`src/hw/lpc_defs.vh`:
```
`ifndef LPC_DEFS_VH
`define LPC_DEFS_VH

// ==========================================================
// Register map
`define LPC_AW              8
`define LPC_DW              16
`define LPC_ADDR_FRAMING    8'h42
`define LPC_ADDR_CLK_TIMING 8'h44
`define LPC_ADDR_LOOP_ALARM 8'h46
`define LPC_RESET_VALUE     16'h0000
`define LPC_READ_IDLE       16'h0000

// Writable bits of each register
`define LPC_MASK_FRAMING    16'h0038
`define LPC_MASK_CLK_TIMING 16'h36FF
`define LPC_MASK_LOOP_ALARM 16'h07FF

// ==========================================================
// Field positions
`define LPC_FM_LO           3
`define LPC_FM_HI           5
`define LPC_RX_CLK_SEL      13
`define LPC_RX_FRM_SEL      12
`define LPC_TX_CLK_SEL      10
`define LPC_TX_FRM_SEL      9
`define LPC_REF_SRC_HI      7
`define LPC_REF_SRC_LO      6
`define LPC_TIMER_REF       5
`define LPC_LOOP_TIME       4
`define LPC_CLOCK_RATE_ADAPTER_DIS        3
`define LPC_RX_FR_TIMING    2
`define LPC_TX_FR_TIMING    1
`define LPC_TX_LN_TIMING    0
`define LPC_LBM_HI          10
`define LPC_LBM_LO          8
`define LPC_GPB_HI          7
`define LPC_GPB_LO          4
`define LPC_GPA_HI          3
`define LPC_GPA_LO          0

// ==========================================================
// Framing codes
`define LPC_FM_DS3_CBIT     3'h0
`define LPC_FM_DS3_M23      3'h1
`define LPC_FM_E3_G751      3'h2
`define LPC_FM_E3_G832      3'h3
`define LPC_FM_DS3_UNFR     3'h4
`define LPC_FM_UNDEF_A      3'h5
`define LPC_FM_E3_UNFR      3'h6
`define LPC_FM_UNDEF_B      3'h7

// Port reference source codes
`define LPC_REF_RX_FRAMER   2'h2
`define LPC_REF_TX_FRAMER   2'h3

// Loopback codes
`define LPC_LB_NONE         3'h0
`define LPC_LB_ANALOG       3'h1
`define LPC_LB_LINE         3'h2
`define LPC_LB_PAYLOAD      3'h3
`define LPC_LB_DIAG_A       3'h4
`define LPC_LB_DIAG_B       3'h5
`define LPC_LB_LINE_DIAG    3'h6
`define LPC_LB_DIAG_C       3'h7

// Transmit clock source codes
`define LPC_TXSRC_PIN       2'h0
`define LPC_TXSRC_RX_LINE   2'h1
`define LPC_TXSRC_RECOVER   2'h2
`define LPC_TXSRC_CLOCK_RATE_ADAPTER      2'h3

// Alarm vector bit positions
`define LPC_AL_LOS          0
`define LPC_AL_OOF          1
`define LPC_AL_LOF          2
`define LPC_AL_AIS          3
`define LPC_AL_RAI          4
`define LPC_AL_IDLE         5
`define LPC_AL_W            6

`endif

```
`src/hw/lpc_port_cfg.v`:
```
`timescale 1ns/1ps
`include "lpc_defs.vh"

module lpc_port_cfg (
   core_clk,
   rst_b,
   reg_addr,
   reg_wdata,
   reg_wr,
   reg_rd,
   reg_rdata,
   rx_gated_clock,
   rx_clock_output,
   rx_data_enable,
   rx_start_of_frame_out,
   tx_gated_clock,
   tx_clock_output,
   tx_data_enable,
   tx_start_of_frame_out,
   rx_framer_ref,
   tx_framer_ref,
   global_ref_8k,
   rx_line_clock_pin,
   liu_recovered_clk,
   liu_enabled,
   clock_rate_adapter,
   tx_clock_input_pin,
   alarm_status,
   general_pin_one_en,
   general_pin_two_en,
   framing_select,
   framing_undefined,
   rx_clk_pin,
   rx_frame_pin,
   tx_clk_pin,
   tx_frame_pin,
   port_ref_8k,
   port_ref_valid,
   chip_ref_candidate,
   timer_ref_8k,
   tx_clk_source,
   tx_internal_clk,
   rx_framer_io_timing,
   tx_framer_io_timing,
   tx_line_io_timing,
   analog_loop,
   line_loop,
   payload_loop,
   diagnostic_loop,
   general_pin_one,
   general_pin_one_oe_b,
   general_pin_two,
   general_pin_two_oe_b
);
   input  wire                    core_clk;
   input  wire                    rst_b;
   input  wire [`LPC_AW-1:0]      reg_addr;
   input  wire [`LPC_DW-1:0]      reg_wdata;
   input  wire                    reg_wr;
   input  wire                    reg_rd;
   output reg  [`LPC_DW-1:0]      reg_rdata;
   input  wire                    rx_gated_clock;
   input  wire                    rx_clock_output;
   input  wire                    rx_data_enable;
   input  wire                    rx_start_of_frame_out;
   input  wire                    tx_gated_clock;
   input  wire                    tx_clock_output;
   input  wire                    tx_data_enable;
   input  wire                    tx_start_of_frame_out;
   input  wire                    rx_framer_ref;
   input  wire                    tx_framer_ref;
   input  wire                    global_ref_8k;
   input  wire                    rx_line_clock_pin;
   input  wire                    liu_recovered_clk;
   input  wire                    liu_enabled;
   input  wire                    clock_rate_adapter;
   input  wire                    tx_clock_input_pin;
   input  wire [`LPC_AL_W-1:0]    alarm_status;
   input  wire                    general_pin_one_en;
   input  wire                    general_pin_two_en;
   output reg  [2:0]              framing_select;
   output reg                     framing_undefined;
   output reg                     rx_clk_pin;
   output reg                     rx_frame_pin;
   output reg                     tx_clk_pin;
   output reg                     tx_frame_pin;
   output reg                     port_ref_8k;
   output reg                     port_ref_valid;
   output reg                     chip_ref_candidate;
   output reg                     timer_ref_8k;
   output reg  [1:0]              tx_clk_source;
   output reg                     tx_internal_clk;
   output reg                     rx_framer_io_timing;
   output reg                     tx_framer_io_timing;
   output reg                     tx_line_io_timing;
   output reg                     analog_loop;
   output reg                     line_loop;
   output reg                     payload_loop;
   output reg                     diagnostic_loop;
   output reg                     general_pin_one;
   output reg                     general_pin_one_oe_b;
   output reg                     general_pin_two;
   output reg                     general_pin_two_oe_b;

   // =======================================================
   // Alarm selection
   function alarm_pick;
      input [3:0]           sel;
      input [`LPC_AL_W-1:0] al;
      begin
         case (sel)
            4'h0: alarm_pick = al[`LPC_AL_LOS];
            4'h1: alarm_pick = al[`LPC_AL_OOF];
            4'h2: alarm_pick = al[`LPC_AL_LOF];
            4'h3: alarm_pick = al[`LPC_AL_AIS];
            4'h4: alarm_pick = al[`LPC_AL_RAI];
            4'h5: alarm_pick = al[`LPC_AL_IDLE];
            4'hB: alarm_pick = al[`LPC_AL_LOS] |
                               al[`LPC_AL_LOF] |
                               al[`LPC_AL_AIS];
            4'hD: alarm_pick = al[`LPC_AL_LOS] |
                               al[`LPC_AL_LOF] |
                               al[`LPC_AL_AIS];
            4'hE: alarm_pick = al[`LPC_AL_RAI] |
                               al[`LPC_AL_IDLE];
            4'hF: alarm_pick = |al;
            // Unassigned codes hold the pin low
            default: alarm_pick = 1'b0;
         endcase
      end
   endfunction

   // =======================================================
   // Register file
   reg  [`LPC_DW-1:0] framing_q;
   reg  [`LPC_DW-1:0] clk_timing_q;
   reg  [`LPC_DW-1:0] loop_alarm_q;
   reg  [`LPC_DW-1:0] rdata_d;

   always @(posedge core_clk or negedge rst_b) begin
      if (!rst_b) begin
         framing_q    <= `LPC_RESET_VALUE;
         clk_timing_q <= `LPC_RESET_VALUE;
         loop_alarm_q <= `LPC_RESET_VALUE;
      end else if (reg_wr) begin
         case (reg_addr)
            `LPC_ADDR_FRAMING:
               framing_q <= reg_wdata & `LPC_MASK_FRAMING;
            `LPC_ADDR_CLK_TIMING:
               clk_timing_q <= reg_wdata &
                               `LPC_MASK_CLK_TIMING;
            `LPC_ADDR_LOOP_ALARM:
               loop_alarm_q <= reg_wdata &
                               `LPC_MASK_LOOP_ALARM;
            default: framing_q <= framing_q;
         endcase
      end
   end

   // Stored values are already masked, so reserved bits read zero
   always @* begin
      rdata_d = `LPC_READ_IDLE;
      if (reg_rd) begin
         case (reg_addr)
            `LPC_ADDR_FRAMING:    rdata_d = framing_q;
            `LPC_ADDR_CLK_TIMING: rdata_d = clk_timing_q;
            `LPC_ADDR_LOOP_ALARM: rdata_d = loop_alarm_q;
            default:              rdata_d = `LPC_READ_IDLE;
         endcase
      end
   end

   always @(posedge core_clk or negedge rst_b) begin
      if (!rst_b)
         reg_rdata <= `LPC_READ_IDLE;
      else
         reg_rdata <= rdata_d;
   end

   // =======================================================
   // Field views
   wire [2:0] fm_w   = framing_q[`LPC_FM_HI:`LPC_FM_LO];
   wire [1:0] ref_w  = clk_timing_q[`LPC_REF_SRC_HI:`LPC_REF_SRC_LO];
   wire [2:0] lbm_w  = loop_alarm_q[`LPC_LBM_HI:`LPC_LBM_LO];
   wire [3:0] gpa_w  = loop_alarm_q[`LPC_GPA_HI:`LPC_GPA_LO];
   wire [3:0] gpb_w  = loop_alarm_q[`LPC_GPB_HI:`LPC_GPB_LO];
   wire       loop_timing_enable_w = clk_timing_q[`LPC_LOOP_TIME];
   wire       clock_rate_adapter_dis_w = clk_timing_q[`LPC_CLOCK_RATE_ADAPTER_DIS];

   // =======================================================
   // Combinational selections
   reg        port_ref_d;
   reg        ref_valid_d;
   reg        fm_undef_d;
   reg  [3:0] loops_d;
   reg  [1:0] tx_src_d;
   reg        tx_clk_d;

   always @* begin
      fm_undef_d = 1'b0;
      case (fm_w)
         `LPC_FM_UNDEF_A: fm_undef_d = 1'b1;
         `LPC_FM_UNDEF_B: fm_undef_d = 1'b1;
         default:         fm_undef_d = 1'b0;
      endcase
   end

   // Undefined source codes give a quiet, flagged reference
   always @* begin
      port_ref_d  = 1'b0;
      ref_valid_d = 1'b0;
      case (ref_w)
         `LPC_REF_RX_FRAMER: begin
            port_ref_d  = rx_framer_ref;
            ref_valid_d = 1'b1;
         end
         `LPC_REF_TX_FRAMER: begin
            port_ref_d  = tx_framer_ref;
            ref_valid_d = 1'b1;
         end
         default: begin
            port_ref_d  = 1'b0;
            ref_valid_d = 1'b0;
         end
      endcase
   end

   // Order: analog, line, payload, diagnostic
   always @* begin
      case (lbm_w)
         `LPC_LB_NONE:      loops_d = 4'h0;
         `LPC_LB_ANALOG:    loops_d = 4'h8;
         `LPC_LB_LINE:      loops_d = 4'h4;
         `LPC_LB_PAYLOAD:   loops_d = 4'h2;
         `LPC_LB_DIAG_A:    loops_d = 4'h1;
         `LPC_LB_DIAG_B:    loops_d = 4'h1;
         `LPC_LB_LINE_DIAG: loops_d = 4'h5;
         `LPC_LB_DIAG_C:    loops_d = 4'h1;
         default:           loops_d = 4'h0;
      endcase
   end

   // Loop timing wins; the recovered clock is only usable while
   // the line interface runs, otherwise the raw line clock pin.
   // A loopback keeps transmit on the receive clock only while the rate adapter is disabled.
   always @* begin
      if (loop_timing_enable_w) begin
         if (liu_enabled)
            tx_src_d = `LPC_TXSRC_RECOVER;
         else
            tx_src_d = `LPC_TXSRC_RX_LINE;
      end else if (!clock_rate_adapter_dis_w) begin
         tx_src_d = `LPC_TXSRC_CLOCK_RATE_ADAPTER;
      end else if (lbm_w != `LPC_LB_NONE) begin
         tx_src_d = `LPC_TXSRC_RX_LINE;
      end else begin
         tx_src_d = `LPC_TXSRC_PIN;
      end
   end

   always @* begin
      case (tx_src_d)
         `LPC_TXSRC_RECOVER: tx_clk_d = liu_recovered_clk;
         `LPC_TXSRC_RX_LINE: tx_clk_d = rx_line_clock_pin;
         `LPC_TXSRC_CLOCK_RATE_ADAPTER:    tx_clk_d = clock_rate_adapter;
         default:            tx_clk_d = tx_clock_input_pin;
      endcase
   end

   // =======================================================
   // Registered outputs: one clock of latency on every path
   always @(posedge core_clk or negedge rst_b) begin
      if (!rst_b) begin
         framing_select      <= `LPC_FM_DS3_CBIT;
         framing_undefined   <= 1'b0;
         rx_clk_pin          <= 1'b0;
         rx_frame_pin        <= 1'b0;
         tx_clk_pin          <= 1'b0;
         tx_frame_pin        <= 1'b0;
         port_ref_8k         <= 1'b0;
         port_ref_valid      <= 1'b0;
         chip_ref_candidate  <= 1'b0;
         timer_ref_8k        <= 1'b0;
         tx_clk_source       <= `LPC_TXSRC_PIN;
         tx_internal_clk     <= 1'b0;
         rx_framer_io_timing <= 1'b0;
         tx_framer_io_timing <= 1'b0;
         tx_line_io_timing   <= 1'b0;
         analog_loop         <= 1'b0;
         line_loop           <= 1'b0;
         payload_loop        <= 1'b0;
         diagnostic_loop     <= 1'b0;
      end else begin
         framing_select    <= fm_w;
         framing_undefined <= fm_undef_d;
         rx_clk_pin <= clk_timing_q[`LPC_RX_CLK_SEL] ?
                       rx_clock_output : rx_gated_clock;
         rx_frame_pin <= clk_timing_q[`LPC_RX_FRM_SEL] ?
                 rx_start_of_frame_out : rx_data_enable;
         tx_clk_pin <= clk_timing_q[`LPC_TX_CLK_SEL] ?
                       tx_clock_output : tx_gated_clock;
         tx_frame_pin <= clk_timing_q[`LPC_TX_FRM_SEL] ?
                 tx_start_of_frame_out : tx_data_enable;
         port_ref_8k        <= port_ref_d;
         port_ref_valid     <= ref_valid_d;
         chip_ref_candidate <= port_ref_d;
         timer_ref_8k <= clk_timing_q[`LPC_TIMER_REF] ?
                         port_ref_d : global_ref_8k;
         tx_clk_source   <= tx_src_d;
         tx_internal_clk <= tx_clk_d;
         rx_framer_io_timing <=
            clk_timing_q[`LPC_RX_FR_TIMING];
         tx_framer_io_timing <=
            clk_timing_q[`LPC_TX_FR_TIMING];
         tx_line_io_timing <=
            clk_timing_q[`LPC_TX_LN_TIMING];
         analog_loop     <= loops_d[3];
         line_loop       <= loops_d[2];
         payload_loop    <= loops_d[1];
         diagnostic_loop <= loops_d[0];
      end
   end

   // =======================================================
   // General-purpose alarm pins; the pin stays released until
   // software enables it in the global pin control
   wire [1:0] gp_sel_en = {general_pin_two_en, general_pin_one_en};
   wire [7:0] gp_sel    = {gpb_w, gpa_w};
   reg  [1:0] gp_val_q;
   reg  [1:0] gp_oe_b_q;

   genvar gi;
   generate
      for (gi = 0; gi < 2; gi = gi + 1) begin : g_gp
         always @(posedge core_clk or negedge rst_b) begin
            if (!rst_b) begin
               gp_val_q[gi]  <= 1'b0;
               gp_oe_b_q[gi] <= 1'b1;
            end else begin
               gp_val_q[gi] <= gp_sel_en[gi] &
                  alarm_pick(gp_sel[gi*4 +: 4],
                             alarm_status);
               gp_oe_b_q[gi] <= ~gp_sel_en[gi];
            end
         end
      end
   endgenerate

   always @* begin
      general_pin_one      = gp_val_q[0];
      general_pin_one_oe_b = gp_oe_b_q[0];
      general_pin_two      = gp_val_q[1];
      general_pin_two_oe_b = gp_oe_b_q[1];
   end

endmodule // lpc_port_cfg

```
`config.mk`:
```
export PLATFORM = sky130hd
export DESIGN_NAME = lpc_port_cfg
export DESIGN_NICKNAME = d
export VERILOG_FILES = /design/src/hw/lpc_port_cfg.v
export VERILOG_INCLUDE_DIRS = /design/src /design/src/hw
export SDC_FILE = /design/constraint.sdc
export NUM_CORES = 1
export LEC_CHECK = 0
export ABC_AREA = 1
export BUFFER_PORTS_ARGS = -buffer_cell sky130_fd_sc_hd__buf_4
export CAP_MARGIN = 10
export CORE_MARGIN = 8
export CORE_UTILIZATION = 50
export CTS_CLUSTER_DIAMETER = 60
export DETAILED_ROUTE_END_ITERATION = 16
export PLACE_DENSITY = 0.77
export SETUP_SLACK_MARGIN = 0.15
export SLEW_MARGIN = 40
export SYNTH_ARGS = -nofsm -noshare
export SYNTH_HDL_FRONTEND = slang
export SYNTH_SLANG_ARGS = --single-unit
```
`constraint.sdc`:
```
create_clock -name core_clk -period 1.75 [get_ports core_clk]
set_input_delay 0.35 -clock core_clk [delete_from_list [all_inputs] [get_ports core_clk]]
set_output_delay 0.35 -clock core_clk [all_outputs]
set_load 0.005 [all_outputs]
```
; ---- Yosys cells after proc, flatten, opt, wreduce, memory -nomap -nowiden
; Memory sizes are Yosys's and may differ from the RTL's. A register that Yosys moved wholly into a read port is not among the register bits.
; Index checks and enable logic that the tools add are counted.
[word_totals]
romBits = 32
register_bits = 63
n_memories = 1
ramBits = 0
latchBits = 0
[memory_table]
columns = memory, depth, width, rd, rd_ports_with_merged_regs, wr, line
row1 = (no name shown), 8, 4, 1, 1, 0, lpc_port_cfg.v:230  ; case (lbm_w)
[classes]
div_mod_pow = 0
multipliers = 0
reduce_logical = 12
mux = 17
bitwise_logic = 7
n_eq_ne = 28
n_lt_le_gt_ge = 0
n_addsub = 0
shift = 0
[op_table]
columns = operator, count
row1 = $pmux W14 S3, 1
row2 = $eq A4 B4 Y1 const B, 8
row3 = $eq A8 B7 Y1 const B, 3
row4 = $pmux W1 S9, 2
row5 = $eq A4 B2 Y1 const B, 4
row6 = $eq A4 B3 Y1 const B, 4
row7 = $mux W14, 1
row8 = $eq A2 B2 Y1 const B, 4
row9 = $eq A4 B1 Y1 const B, 2
row10 = $logic_not A4 Y1, 2
row11 = $mux W1, 8
row12 = $reduce_or A2 Y1, 4
row13 = $eq A3 B3 Y1 const B, 2
row14 = $mux W2, 3
row15 = $reduce_and A2 Y1, 3
row16 = $reduce_or A6 Y1, 1
row17 = $or A1 B1 Y1, 3
row18 = $pmux W1 S3, 1
row19 = $reduce_bool A3 Y1, 1
row20 = $and A1 B1 Y1, 2
row21 = $eq A2 B1 Y1 const B, 1
row22 = $not A1 Y1, 2
row23 = $pmux W1 S2, 1
row24 = $logic_not A1 Y1, 1

; ---- Longest topological paths before layout
[logic_depth]
depth_word = 6
ltp_mapped = 10
mapped_depth_nobuf = 10

; ---- Worst setup path after synthesis
; No wires, ideal clock.
[synth_path]
path_type = input to register
start = in reg_addr[7]
end = reg loop_alarm_q[1]
cell_stages = 8
slack_ns = 0.472
n_path_buf = 1
t_arrival_ns = 1.161
setup_time_ns = 0.117
cell_sequence = inv_1 -> nand2_1 -> nor3_4 -> and2_4 -> nand2_4 -> buf_6 -> nand2_1 -> nand2_1
[synth_via]
elab_chain_cells = 2
[synth_lines]
columns = element, line
row1 = start: declaration, lpc_port_cfg.v:57  ; input wire [`LPC_AW-1:0] reg_addr;
row2 = $eq A8 B7 Y1, lpc_port_cfg.v:146  ; case (reg_addr)
row3 = $reduce_and A2 Y1 (no line), --
row4 = end signal: assignment, lpc_port_cfg.v:144  ; loop_alarm_q <= `LPC_RESET_VALUE;
row5 = end signal: assignment, lpc_port_cfg.v:153  ; loop_alarm_q <= reg_wdata &
row6 = end: declaration, lpc_port_cfg.v:137  ; reg [`LPC_DW-1:0] loop_alarm_q;
; Every way passes these cells.
; A chain may end at the register's enable or synchronous reset.

; ---- Worst setup path in the final report
[layout_path]
start = in reg_addr[7]
end = reg framing_q[3]
[layout_via]
elab_chain_cells = 2
[layout_lines]
columns = element, line
row1 = $eq A8 B7 Y1, lpc_port_cfg.v:146
row2 = $reduce_and A2 Y1 (no line), --
row3 = end signal: assignment, lpc_port_cfg.v:142  ; framing_q <= `LPC_RESET_VALUE;
row4 = end signal: assignment, lpc_port_cfg.v:148  ; framing_q <= reg_wdata & `LPC_MASK_FRAMING;
row5 = end signal: assignment, lpc_port_cfg.v:155  ; default: framing_q <= framing_q;
row6 = end: declaration, lpc_port_cfg.v:135  ; reg [`LPC_DW-1:0] framing_q;
; Every way passes these cells.

==> out/metrics.csv <==
stage,metric,value,unit
clocking,cts_root_buf,clkbuf_8,
place,io_buffers,87,
detailed_routing,drc,0,
place,dpl_worst_slack,102,ps
setup_path,cp-start-kind,primary input,
setup_path,crit_path_frequent_cell,nand2_1,
pwr,p_sw_share,24.2,%
synthesis,syn-cell-area,2890,um2
pwr,p_clk_share,37.0,%
pwr,pwr-share-comb,11.3,%
detailed_routing,dr.pass1.iters,4,
place,hpwlAfterDp,5610,um
timing,max_freq,0.765,GHz
setup_path,critical_path.max_fanout,10,
detailed_routing,drt.antenna.violating_nets,0,
synthesis,synth-edff-count,0,
synthesis,yosysTopAreaCell,dfrtp_1,
detailed_routing,vias,2489,
timing,fin_setup_tns,0,ps
pwr,p_int,0.00237,W
global_route,grt_pass1_vias,2577,
timing,setup_ws,443,ps
clocking,clock_sinks,64,
pwr,powerDensity,826,nW/um2
global_route,grt_pass1_wl,12100,um
synthesis,yosysSeqAreaShare,55.5,%
final_layout,areaGrowthSynthToFinish,31.2,%
final_layout,fin_cells,514,
worst_hold_path,holdPathEnd,general_pin_two_oe_b$_DFF_PN1_,
synthesis,synth_top_area_share,53.7,%
worst_hold_path,holdCritPathClass,in2reg,
detailed_routing,vias_per_cell,4.84,
synthesis,netlist_top_cells_count,"nand2_1, dfrtp_1, inv_1, nand3_1, nor2_1",
timing,finalCriticalPeriod,1310,ps
setup_path,slowest_delay,280,ps
clocking,h-tree-depth,3,
timing,rsz0062_at_grt,no,
pwr,peakVddDrop,0.623,mV
synthesis,yosysUniqueCellTypes,26,
setup_path,reg2reg_to,general_pin_one$_DFF_PN0_,
clocking,clk_pin_slew_worst_paths,60,ps
pwr,p_total,0.00313,W
worst_hold_path,hp-start,general_pin_two_en,
clocking,insertion_delay,330,ps
setup_path,regToRegStartpoint,loop_alarm_q[0]$_DFFE_PN0P_,
final_layout,diodes,0,
timing,setup_viol,0,
timing,hold_viol_final,0,
setup_path,crit_arrival,1530,ps
outcome,outcome,finished clean,
clocking,numCtsBuffers,9,
setup_path,crit_type,in2reg,
timing,finalCritPeriodShare,74.7,%
floorplan,die-height,92.0,um
place,dp.cells,499,
clocking,tritoncts,yes,
final_layout,final_util,68.4,%
synthesis,ys_seq_elements,64,
setup_path,r2r_cells,8,
setup_path,r2r_setup_slack,490,ps
clocking,clockBufferDepth,2,
setup_path,crit_required,1970,ps
floorplan,dieWidth,92.0,um
timing,drv_slew,0,
pwr,power_frac_seq,51.7,%
pwr,p_leak,2.16,nW
setup_path,slowest_stage,nor3_4,
synthesis,ys.flop_type,dfrtp_1,
flow_run,drv_cap,0,
global_route,grt_start_max_net_pins,38,
global_route,grt_usage,17.9,%
floorplan,die-area,8470,um2
floorplan,initial_core_util,52.1,%
setup_path,crit_chain,buf_4 -> inv_1 -> nand2_1 -> nor3_4 -> buf_4 -> nand2_1 -> nor2_2 -> nand2_1 -> o21a_1,
floorplan,fp.coreArea,5540,um2
worst_hold_path,hold-path-cell-count,2,
setup_path,critPathCaptureType,flip-flop,
floorplan,io-pin-count,94,
synthesis,postSynthAreaPerCell,8.37,um2
timing,fin_skew,6.61,ps
global_route,grt-ovfl-total,0,
synthesis,synth.area.top_cells,"dfrtp_1, nand2_1, inv_1",
global_route,antenna_found_initial,0,
setup_path,path_buf_inv,3,
synthesis,yosysMostFrequentCell,nand2_1,
synthesis,ys_warn_count,0,
floorplan,rows,27,
place,place.gp.congestion,0.844,
final_layout,fin_nets,491,
detailed_routing,wirelength,7150,um
final_layout,drive_gt1_share,27.4,%
pwr,p_switching,0.000756,W
detailed_routing,drt_iter0_drc,110,
setup_path,crit_family,simple AND/OR/NAND/NOR gates,
synthesis,async_flop_share,100,%
synthesis,netlist_instances,345,
detailed_routing,wl_per_cell,13.9,um
[power by group through the flow]
stage	Sequential, W	Combinational, W	Clock, W
after floorplan	0.00163	0.000135	0
final	0.00162	0.000354	0.00116
after global placement	0.00164	0.000346	0
after global routing	0.00162	0.000401	0.00125
after detailed placement	0.00164	0.000358	0
after CTS	0.00162	0.000360	0.00118
[flip-flops by register name, indices dropped and copies added (netlist names), 2 cells and up]
name and cells:
framing_select 3, clk_timing_q 12, loop_alarm_q 11, tx_clk_source 2, framing_q 3, reg_rdata 13
[routing by layer]
layer / GRT usage [%] / wire length, um / vias to the layer above
met5: 0 / 0 / -
met4: 8.59 / 97 / 0
met3: 4.56 / 416 / 8
met2: 30.2 / 3640 / 68
met1: 20.7 / 3000 / 1168
li1: - / - / 1245
[worst register-to-register path: cells and delay by family (launching register included)]
family                 cells  cell delay, ps
flip-flops                 1             430
AND/OR/NAND/NOR            7             580
buffers and inverters      1             150
[timing repair]
| item | in CTS | in global routing |
|---|---|---|
| hold buffers | 1 | 0 |
| hold endpoints to repair | 25 | 0 |
| buffers inserted | 0 | 0 |
| resized for setup | 0 | 0 |
[area by class of cell]
class | instances | area [um2]
Clock inverter | 4 | 47.5
Tap cell | 72 | 90.1
Fill cell | 478 | 1750
Inverter | 57 | 214
Multi-Input combinational cell | 214 | 993
Sequential cell | 64 | 1600
Clock buffer | 10 | 128
Timing Repair Buffer | 93 | 713
[how the worst max path moves through the flow]
stage / endpoint / slack (ps) / cells past startpoint / startpoint
global route: framing_q[3]$_DFFE_PN0P_ / 360 / 9 / reg_addr[7]
floorplan: loop_alarm_q[1]$_DFFE_PN0P_ / 470 / 8 / reg_addr[7]
finish: framing_q[3]$_DFFE_PN0P_ / 440 / 9 / reg_addr[7]
detailed placement: framing_q[3]$_DFFE_PN0P_ / 100 / 9 / reg_addr[7]
CTS: general_pin_two_oe_b / 440 / 1 / general_pin_two_oe_b$_DFF_PN1_
global placement: framing_q[3]$_DFFE_PN0P_ / 160 / 9 / reg_addr[7]
[cell usage in the layout, fill, tap and decap left out, types with 3 or more instances in the layout]
master / count
nand3_1: 34
nand4_1: 7
conb_1: 3
nand2_1: 105
a21oi_1: 3
clkbuf_8: 9
buf_4: 91
o21ai_2: 4
nor3_1: 4
o21ai_0: 13
o21a_1: 5
inv_1: 57
dfrtp_1: 62
nor2_1: 24
[metrics by stage]
stage          area [um2]  hold WS [ps]
3_5_place_dp         3600           296
2_1_floorplan        2900          54.4
3_3_place_gp         3600           287
5_1_grt              3790           120
6_report             3790           131
4_1_cts              3790           117
[logic make-up (layout without fill, tap and decap cells)]
kind of cell | Yosys count | count (layout) | synth area share (%)
simple gates | 183 | 183 | 28.1
other cells | 1 | 3 | 0.130
buf+inv | 69 | 164 | 10.4
flops | 64 | 64 | 55.5
compound gates | 28 | 28 | 5.93
No activity file was read; power rests on OpenSTA's default activity.
